**config.mk**
```make
export PLATFORM = sky130hd
export DESIGN_NAME = pxbs_status
export DESIGN_NICKNAME = d
export VERILOG_FILES = /design/src/verilog/pxbs_pkg.sv /design/src/verilog/pxbs_status.sv
export SDC_FILE = /design/constraint.sdc
export NUM_CORES = 1
export LEC_CHECK = 0
export BUFFER_PORTS_ARGS = -buffer_cell sky130_fd_sc_hd__buf_4
export CORE_MARGIN = 5
export CORE_UTILIZATION = 43
export CTS_CLUSTER_SIZE = 28
export DETAILED_ROUTE_END_ITERATION = 10
export HOLD_SLACK_MARGIN = 0.06
export PLACE_DENSITY_LB_ADDON = 0.05
export SLEW_MARGIN = 20
export SYNTH_ARGS = -nofsm -noshare
export SYNTH_HDL_FRONTEND = slang
export SYNTH_SLANG_ARGS = --single-unit
```
**constraint.sdc**
```tcl
create_clock -name sys_clk -period 5.1 [get_ports sys_clk]
set_input_delay 1.275 -clock sys_clk [delete_from_list [all_inputs] [get_ports sys_clk]]
set_output_delay 1.275 -clock sys_clk [all_outputs]
set_load 0.05 [all_outputs]
```
**src/verilog/pxbs_pkg.sv**
```systemverilog
// Purpose: constants of the bridge primary status word, and the
//          configuration request decoder
// Assumes: one configuration request is offered per cycle, as a whole
// Notes:   the decoder is purely combinational
package pxbs_pkg;
  // ***********************************************************
  // register location and bus commands
  // ***********************************************************
  localparam logic [7:0] STAT_OFFSET  = 8'h84;
  localparam logic [3:0] CMD_CFG_RD   = 4'hA;
  localparam logic [3:0] CMD_CFG_WR   = 4'hB;
  localparam logic [1:0] CFG_TYPE0    = 2'h0;

  // ***********************************************************
  // field positions
  // ***********************************************************
  localparam int FUNC_LSB    = 0;
  localparam int DEV_LSB     = 3;
  localparam int BUS_LSB     = 8;
  localparam int BIT64_POS   = 16;
  localparam int MHZ133_POS  = 17;
  localparam int UNEXP_POS   = 19;
  localparam int DELAY_POS   = 21;
  localparam int AD_FUNC_LSB = 8;
  localparam int AD_DEV_LSB  = 11;
  localparam int BE_FLAGS    = 2;

  // ***********************************************************
  // reset values
  // ***********************************************************
  localparam logic [2:0] FUNC_RST   = 3'h0;
  localparam logic [4:0] DEV_RST    = 5'h1F;
  localparam logic [7:0] BUS_RST    = 8'hFF;
  localparam logic       FLAG_RST   = 1'h0;
  localparam logic       BIT64_RST  = 1'h0;
  localparam logic       MHZ133_RST = 1'h0;
endpackage

`timescale 1ns/100ps

// ***********************************************************
// configuration request decoder
// ***********************************************************
module pxbs_cfg_decode (
  input  wire logic        req_valid,
  input  wire logic [3:0]  req_cmd,
  input  wire logic        req_idsel,
  input  wire logic [31:0] req_addr,
  input  wire logic [2:0]  func_num,
  output wire logic        wr_hit,
  output wire logic        rd_hit,
  output wire logic        stat_sel
);
  wire logic type0_match;

  // idsel, type 0 and our function number must all line up
  assign type0_match = req_valid && req_idsel
                       && (req_addr[1:0] == pxbs_pkg::CFG_TYPE0)
                       && (req_addr[pxbs_pkg::AD_FUNC_LSB +: 3] == func_num);
  assign wr_hit   = type0_match && (req_cmd == pxbs_pkg::CMD_CFG_WR);
  assign rd_hit   = type0_match && (req_cmd == pxbs_pkg::CMD_CFG_RD);
  assign stat_sel = (req_addr[7:2] == pxbs_pkg::STAT_OFFSET[7:2]);
endmodule

```
**src/verilog/pxbs_status.sv**
```systemverilog
// Purpose: primary-side bridge status word with device number capture
// Assumes: requests and events are synchronous to sys_clk
// Notes:   reads answer one cycle after the request
//
// Overview of operation
// - each configuration write to us loads device number from AD[15:11].
// - we are addressed by config command, IDSEL, type 0 and matching function.
// - bits 15:8 mirror the primary bus number, reset all ones.
// - completer ID is built from bus, device and function numbers.
// - bits 16 and 17 are read-only capability bits, reset zero.
// - bit 19 sets on unexpected completion to our ID; write one clears.
// - bit 21 sets when a split request is delayed; write one clears.
// - bits 2:0 hold the read-only function number, reset to the FUNC_NUM strap.
`timescale 1ns/100ps

module pxbs_status #(
  parameter logic [2:0] FUNC_NUM = pxbs_pkg::FUNC_RST
) (
  input  wire logic        sys_clk,
  input  wire logic        reset,
  input  wire logic        clk_en,
  input  wire logic        req_valid,
  input  wire logic [3:0]  req_cmd,
  input  wire logic        req_idsel,
  input  wire logic [31:0] req_addr,
  input  wire logic [3:0]  req_be,
  input  wire logic [31:0] req_wdata,
  input  wire logic [7:0]  pri_bus_num,
  input  wire logic        unexp_cpl,
  input  wire logic [15:0] unexp_req_id,
  input  wire logic        split_delayed,
  output logic             rd_valid_r,
  output logic [31:0]      rd_data_r,
  output logic [15:0]      cpl_id_r
);
  // ***********************************************************
  // decode
  // ***********************************************************
  logic        [4:0]  dev_num_r;
  logic        [7:0]  bus_num_r;
  logic        [2:0]  func_num_r;
  logic               unexp_r;
  logic               delay_r;
  wire logic          wr_hit;
  wire logic          rd_hit;
  wire logic          stat_sel;
  wire logic          flag_wr;
  wire logic          unexp_clr;
  wire logic          delay_clr;
  wire logic          unexp_set;
  wire logic          unexp_nxt;
  wire logic          delay_nxt;
  wire logic [15:0]   own_id;
  wire logic [31:0]   stat_word;

  pxbs_cfg_decode u_dec (
    .req_valid (req_valid),
    .req_cmd   (req_cmd),
    .req_idsel (req_idsel),
    .req_addr  (req_addr),
    .func_num  (func_num_r),
    .wr_hit    (wr_hit),
    .rd_hit    (rd_hit),
    .stat_sel  (stat_sel)
  );

  assign own_id    = {bus_num_r, dev_num_r, func_num_r};
  assign flag_wr   = wr_hit && stat_sel && req_be[pxbs_pkg::BE_FLAGS];
  assign unexp_clr = flag_wr && req_wdata[pxbs_pkg::UNEXP_POS];
  assign delay_clr = flag_wr && req_wdata[pxbs_pkg::DELAY_POS];
  assign unexp_set = unexp_cpl && (unexp_req_id == own_id);
  // set beats clear so an event in the clearing cycle survives
  assign unexp_nxt = unexp_set || (unexp_r && !unexp_clr);
  assign delay_nxt = split_delayed || (delay_r && !delay_clr);

  // reserved bits 31:22, 20 and 18 read as zero
  assign stat_word = {10'h000, delay_r, 1'h0, unexp_r, 1'h0,
                      pxbs_pkg::MHZ133_RST, pxbs_pkg::BIT64_RST,
                      bus_num_r, dev_num_r, func_num_r};

  // ***********************************************************
  // state
  // ***********************************************************
  always_ff @(posedge sys_clk) begin
    if (reset) begin
      dev_num_r  <= pxbs_pkg::DEV_RST;
      bus_num_r  <= pxbs_pkg::BUS_RST;
      // strapped value from reset on, so the first request after release decodes
      func_num_r <= FUNC_NUM;
      unexp_r    <= pxbs_pkg::FLAG_RST;
      delay_r    <= pxbs_pkg::FLAG_RST;
      rd_valid_r <= 1'h0;
      rd_data_r  <= 32'h0000_0000;
      cpl_id_r   <= {pxbs_pkg::BUS_RST, pxbs_pkg::DEV_RST, FUNC_NUM};
    end else if (clk_en) begin
      // captured on any register, not only this one
      if (wr_hit) begin
        dev_num_r <= req_addr[pxbs_pkg::AD_DEV_LSB +: 5];
      end
      bus_num_r  <= pri_bus_num;
      func_num_r <= FUNC_NUM;
      unexp_r    <= unexp_nxt;
      delay_r    <= delay_nxt;
      rd_valid_r <= rd_hit;
      rd_data_r  <= (rd_hit && stat_sel) ? stat_word : 32'h0000_0000;
      cpl_id_r   <= own_id;
    end
  end

  // ***********************************************************
  // checks
  // ***********************************************************
  property p_dev_capture;
    @(posedge sys_clk) disable iff (reset)
    (clk_en && wr_hit) |=> (dev_num_r == $past(req_addr[15:11]));
  endproperty
  a_dev_capture: assert property (p_dev_capture)
    else $error("device number not captured");

  property p_no_capture_wrong_func;
    @(posedge sys_clk) disable iff (reset)
    (req_valid && req_addr[10:8] != func_num_r) |=> $stable(dev_num_r);
  endproperty
  a_no_capture_wrong_func: assert property (p_no_capture_wrong_func)
    else $error("device number changed on foreign function");

  property p_bus_mirror;
    @(posedge sys_clk) disable iff (reset)
    (clk_en && !reset) |=> (bus_num_r == $past(pri_bus_num));
  endproperty
  a_bus_mirror: assert property (p_bus_mirror)
    else $error("bus number mirror stale");

  property p_cpl_id;
    @(posedge sys_clk) disable iff (reset)
    (clk_en && !reset) |=>
      (cpl_id_r == {$past(bus_num_r), $past(dev_num_r), $past(func_num_r)});
  endproperty
  a_cpl_id: assert property (p_cpl_id)
    else $error("completer id wrong");

  property p_cap_bits;
    @(posedge sys_clk) disable iff (reset)
    rd_valid_r |-> (rd_data_r[17:16] == 2'h0 && rd_data_r[31:22] == 10'h000);
  endproperty
  a_cap_bits: assert property (p_cap_bits)
    else $error("fixed bits read wrong");

  property p_unexp_set;
    @(posedge sys_clk) disable iff (reset)
    (clk_en && unexp_cpl && unexp_req_id == own_id) |=> unexp_r;
  endproperty
  a_unexp_set: assert property (p_unexp_set)
    else $error("unexpected completion flag not set");

  property p_delay_set;
    @(posedge sys_clk) disable iff (reset)
    (clk_en && split_delayed) |=> delay_r [*1] ##0 1'b1;
  endproperty
  a_delay_set: assert property (p_delay_set)
    else $error("split delayed flag not set");

  property p_func_fixed;
    @(posedge sys_clk) disable iff (reset)
    (func_num_r == FUNC_NUM) && (cpl_id_r[2:0] == FUNC_NUM);
  endproperty
  a_func_fixed: assert property (p_func_fixed)
    else $error("function number changed");

  property p_zero_write_keeps;
    @(posedge sys_clk) disable iff (reset)
    (clk_en && delay_r && !split_delayed && flag_wr && !req_wdata[21]) |=> delay_r;
  endproperty
  a_zero_write_keeps: assert property (p_zero_write_keeps)
    else $error("zero write cleared a flag");

  property p_unexp_clr;
    @(posedge sys_clk) disable iff (reset)
    (clk_en && unexp_clr && !unexp_set) |=> !unexp_r;
  endproperty
  a_unexp_clr: assert property (p_unexp_clr)
    else $error("unexpected completion flag not cleared");

  property p_delay_clr;
    @(posedge sys_clk) disable iff (reset)
    (clk_en && delay_clr && !split_delayed) |=> !delay_r;
  endproperty
  a_delay_clr: assert property (p_delay_clr)
    else $error("split delayed flag not cleared");

  property p_foreign_id;
    @(posedge sys_clk) disable iff (reset)
    (clk_en && unexp_cpl && (unexp_req_id != own_id) && !unexp_r) |=> !unexp_r;
  endproperty
  a_foreign_id: assert property (p_foreign_id)
    else $error("flag set by completion for another id");

  property p_rd_answer;
    @(posedge sys_clk) disable iff (reset)
    (clk_en && rd_hit) |=> rd_valid_r;
  endproperty
  a_rd_answer: assert property (p_rd_answer)
    else $error("addressed read not answered");

  property p_no_answer;
    @(posedge sys_clk) disable iff (reset)
    (clk_en && !rd_hit) |=> !rd_valid_r;
  endproperty
  a_no_answer: assert property (p_no_answer)
    else $error("read answered without being addressed");

  property p_rd_word;
    @(posedge sys_clk) disable iff (reset)
    (clk_en && rd_hit && stat_sel) |=>
      (rd_data_r[15:0] == {$past(bus_num_r), $past(dev_num_r), FUNC_NUM});
  endproperty
  a_rd_word: assert property (p_rd_word)
    else $error("status word id fields wrong");

  property p_rd_other;
    @(posedge sys_clk) disable iff (reset)
    (clk_en && rd_hit && !stat_sel) |=> (rd_data_r == 32'h0000_0000);
  endproperty
  a_rd_other: assert property (p_rd_other)
    else $error("other register read not zero");

  c_dev_write:  cover property (@(posedge sys_clk) disable iff (reset) wr_hit ##1 rd_valid_r);
  c_unexp_clr:  cover property (@(posedge sys_clk) disable iff (reset) unexp_r ##1 !unexp_r);
  c_set_vs_clr: cover property (@(posedge sys_clk) disable iff (reset) split_delayed && delay_clr);
  c_clk_hold:   cover property (@(posedge sys_clk) disable iff (reset) !clk_en ##1 clk_en);
endmodule

```
==> impl_metrics.tcl <==
set metrics [dict create \
    num_io_pins 152 \
    synthCells 221 \
    met3_length_um 475 \
    fmax_mhz 358 \
    grt_pass1_vias 1592 \
    fin_nets 398 \
    die_h_um 78.1 \
    finClkSkew_ns 0.00485 \
    critPathMaxFanout 45 \
    yosys.cell_types.count 28 \
    fillerInstances 431 \
    crit_type "in -> reg" \
    syn_avg_cell_area_um2 9.01 \
    rsz0062_at_grt "false" \
    tightest_slew_ns 0.940 \
    drive_gt1_share_pct 31.8 \
    ys_seq_area_share_pct 44.2 \
    cts_tree "done" \
    rows 24 \
    wl_met2_mm 2.21 \
    wl_per_cell_um 14.0 \
    critPathRequiredTime_ns 5.33 \
    timing.critical_path.arrival_ns 3.02 \
    cpMaxStageDelayCell "nor3_2" \
    maxSlewViolCount 0 \
    p_leak_nw 1.14 \
    powerDensity_nw_per_um2 288 \
    finalCritPeriodShare_pct 54.8 \
    clockBufferDepth 2 \
    drt_pass1_iterations 4 \
    p_sw_share_pct 27.3 \
    postCtsSetupBuffers 0 \
    worst_hold_slack_ns 0.463 \
    port_buffers 82 \
    die_w_um 78.1 \
    intPower_uw 552 \
    comb_power_share_pct 18.1 \
    ir_drop_mv 0.157 \
    hold_buffers 0 \
    core-area_um2 4410 \
    critPathLaunchType "input port" \
    htreeDepth 2 \
    status "finished clean" \
    initial_core_util_pct 45.1 \
    power.share.clock_pct 34.1 \
    critPathMaxStageDelay_ns 0.79 \
    numCtsBuffers 5 \
    grt_overflow 0 \
    antenna_left 0 \
    seqPwrFrac_pct 47.8 \
    track_usage_pct 15.3 \
    grt_pass1_wl_mm 7.67 \
    clock_latency_ns 0.29 \
    syn_area_um2 1990 \
    cp-end-kind "flop" \
    synth_warnings 0 \
    drc 0 \
    vias 1725 \
    antenna_found_initial 0 \
    cts_resized 0 \
    dp_hpwl_mm 3.58 \
    final_hold_viol_count 0 \
    hp-class "reg -> reg" \
    area_delta_synth_final_pct 32.7 \
    setup_viol 0 \
    m1WireLength_mm 2.15 \
    cts-root-buf "clkbuf_8" \
    dieArea_um2 6090 \
    multiInputGateArea_um2 967 \
    routed.top_layer "met4" \
    timing.max_cap.violations 0 \
    fin_tns_setup_ns 0 \
    cts_sinks 44 \
    avgViaCountPerCell 4.96 \
    crit_path_cell_trace "buf_4 > nand4b_2 > nor3_2 > nand3_1 > a21oi_1" \
    final_cell_mix "buf_4, dfxtp_1, nand2_1" \
    min_period_ns 2.79 \
    antennaDiodeCount 0 \
    path_clk_slew_ns 0.08 \
    grt_max_degree 46 \
    place_congestion 0.709 \
    p_sw_uw 208 \
    drt_iter0_markers 61 \
    post-route-util_pct 59.9 \
    slew_headroom_pct 37.0 \
    synth-seq-cells 44 \
    seqCellArea_um2 881 \
    layout_commonest_cell "buf_4" \
    wl_mm 4.87 \
]
[path summary, 6_finish.rpt]
check	startpoint	to	slack (ns)	depth (start not counted)
max	clk_en	rd_data_r[13]	2.31	5
min	rd_data_r[8]	rd_data_r[8]	0.46	2
max reg2reg	bus_num_r[2]	unexp_r	3.85	4
min reg2reg	rd_data_r[8]	rd_data_r[8]	0.46	2
[cells in the mapped netlist (all sizes together)]
| cell | number | share of area, % |
|---|---|---|
| clkinv | 1 | 0.19 |
| buf | 25 | 8.7 |
| and4bb | 1 | 0.63 |
| a211o | 21 | 9.2 |
| a21oi | 18 | 4.5 |
| nor2 | 1 | 0.19 |
| nand4b | 1 | 0.75 |
| nor3 | 2 | 0.75 |
| conb | 1 | 0.19 |
| nand4 | 1 | 0.31 |
| or4b | 1 | 0.50 |
| clkbuf | 9 | 1.7 |
| nand4bb | 1 | 0.57 |
| o31ai | 2 | 0.75 |
| or4 | 1 | 0.38 |
| nor2b | 21 | 6.6 |
| or3 | 1 | 0.57 |
| nand3 | 15 | 3.8 |
| xor2 | 13 | 5.7 |
| nand3b | 6 | 2.3 |
| dfxtp | 44 | 44 |
| nand2 | 28 | 5.3 |
| nor4 | 5 | 1.6 |
| inv | 1 | 0.19 |
| nor4b | 1 | 0.44 |
[worst max-delay path: cells and delay by family]
family                 cells  cell delay (ns)
buffers and inverters      1             0.36
and+or+nand+nor            3             1.18
AOI/OAI and AO/OA          1             0.18
[cells by family after synthesis]
group | Yosys count | share of synthesized area (%)
flops | 44 | 44.2
simple gates | 86 | 24.6
buf+inv | 36 | 10.8
xor+xnor | 13 | 5.72
compound gates | 41 | 14.5
other cells | 1 | 0.188
[flip-flops by register name (all words and copies together) (netlist names)]
name / cells
unexp_r: 1
bus_num_r: 8
rd_data_r: 15
dev_num_r: 5
delay_r: 1
rd_valid_r: 1
cpl_id_r: 13
[through the flow]
stage | power (mW) | instance area, µm² | setup slack, ns | std cells
after floorplan | 0.472 | 2060 | 2.48 | 240
after detailed placement | 0.510 | 2540 | 2.02 | 340
after global routing | 0.790 | 2640 | 2.14 | 348
after global placement | 0.509 | 2540 | 2.03 | 340
after CTS | 0.766 | 2640 | 2.32 | 348
final | 0.760 | 2640 | 2.31 | 348
[power by group through the flow]
| stage | Combinational, mW | Sequential, mW | Clock, mW |
|---|---|---|---|
| final | 0.138 | 0.363 | 0.259 |
| after global routing | 0.147 | 0.365 | 0.278 |
| after CTS | 0.138 | 0.364 | 0.264 |
| after detailed placement | 0.138 | 0.372 | 0 |
| after global placement | 0.137 | 0.372 | 0 |
| after floorplan | 0.0818 | 0.390 | 0 |
[layer usage]
metal  GRT usage [%]  up-vias
li1                -      870
met1            20.5      777
met2            24.2       73
met3            4.58        5
met4            4.05        0
met5               0        -
[layout make-up]
class / count / share of cell area [%]
Clock buffer: 6 / 2.74
Clock inverter: 2 / 1.33
Inverter: 2 / 0.284
Multi-Input combinational cell: 160 / 36.6
Sequential cell: 44 / 33.3
Tap cell: 52 / 2.46
Timing Repair Buffer: 82 / 23.3
Note: power is estimated with default switching activity, not from simulation.
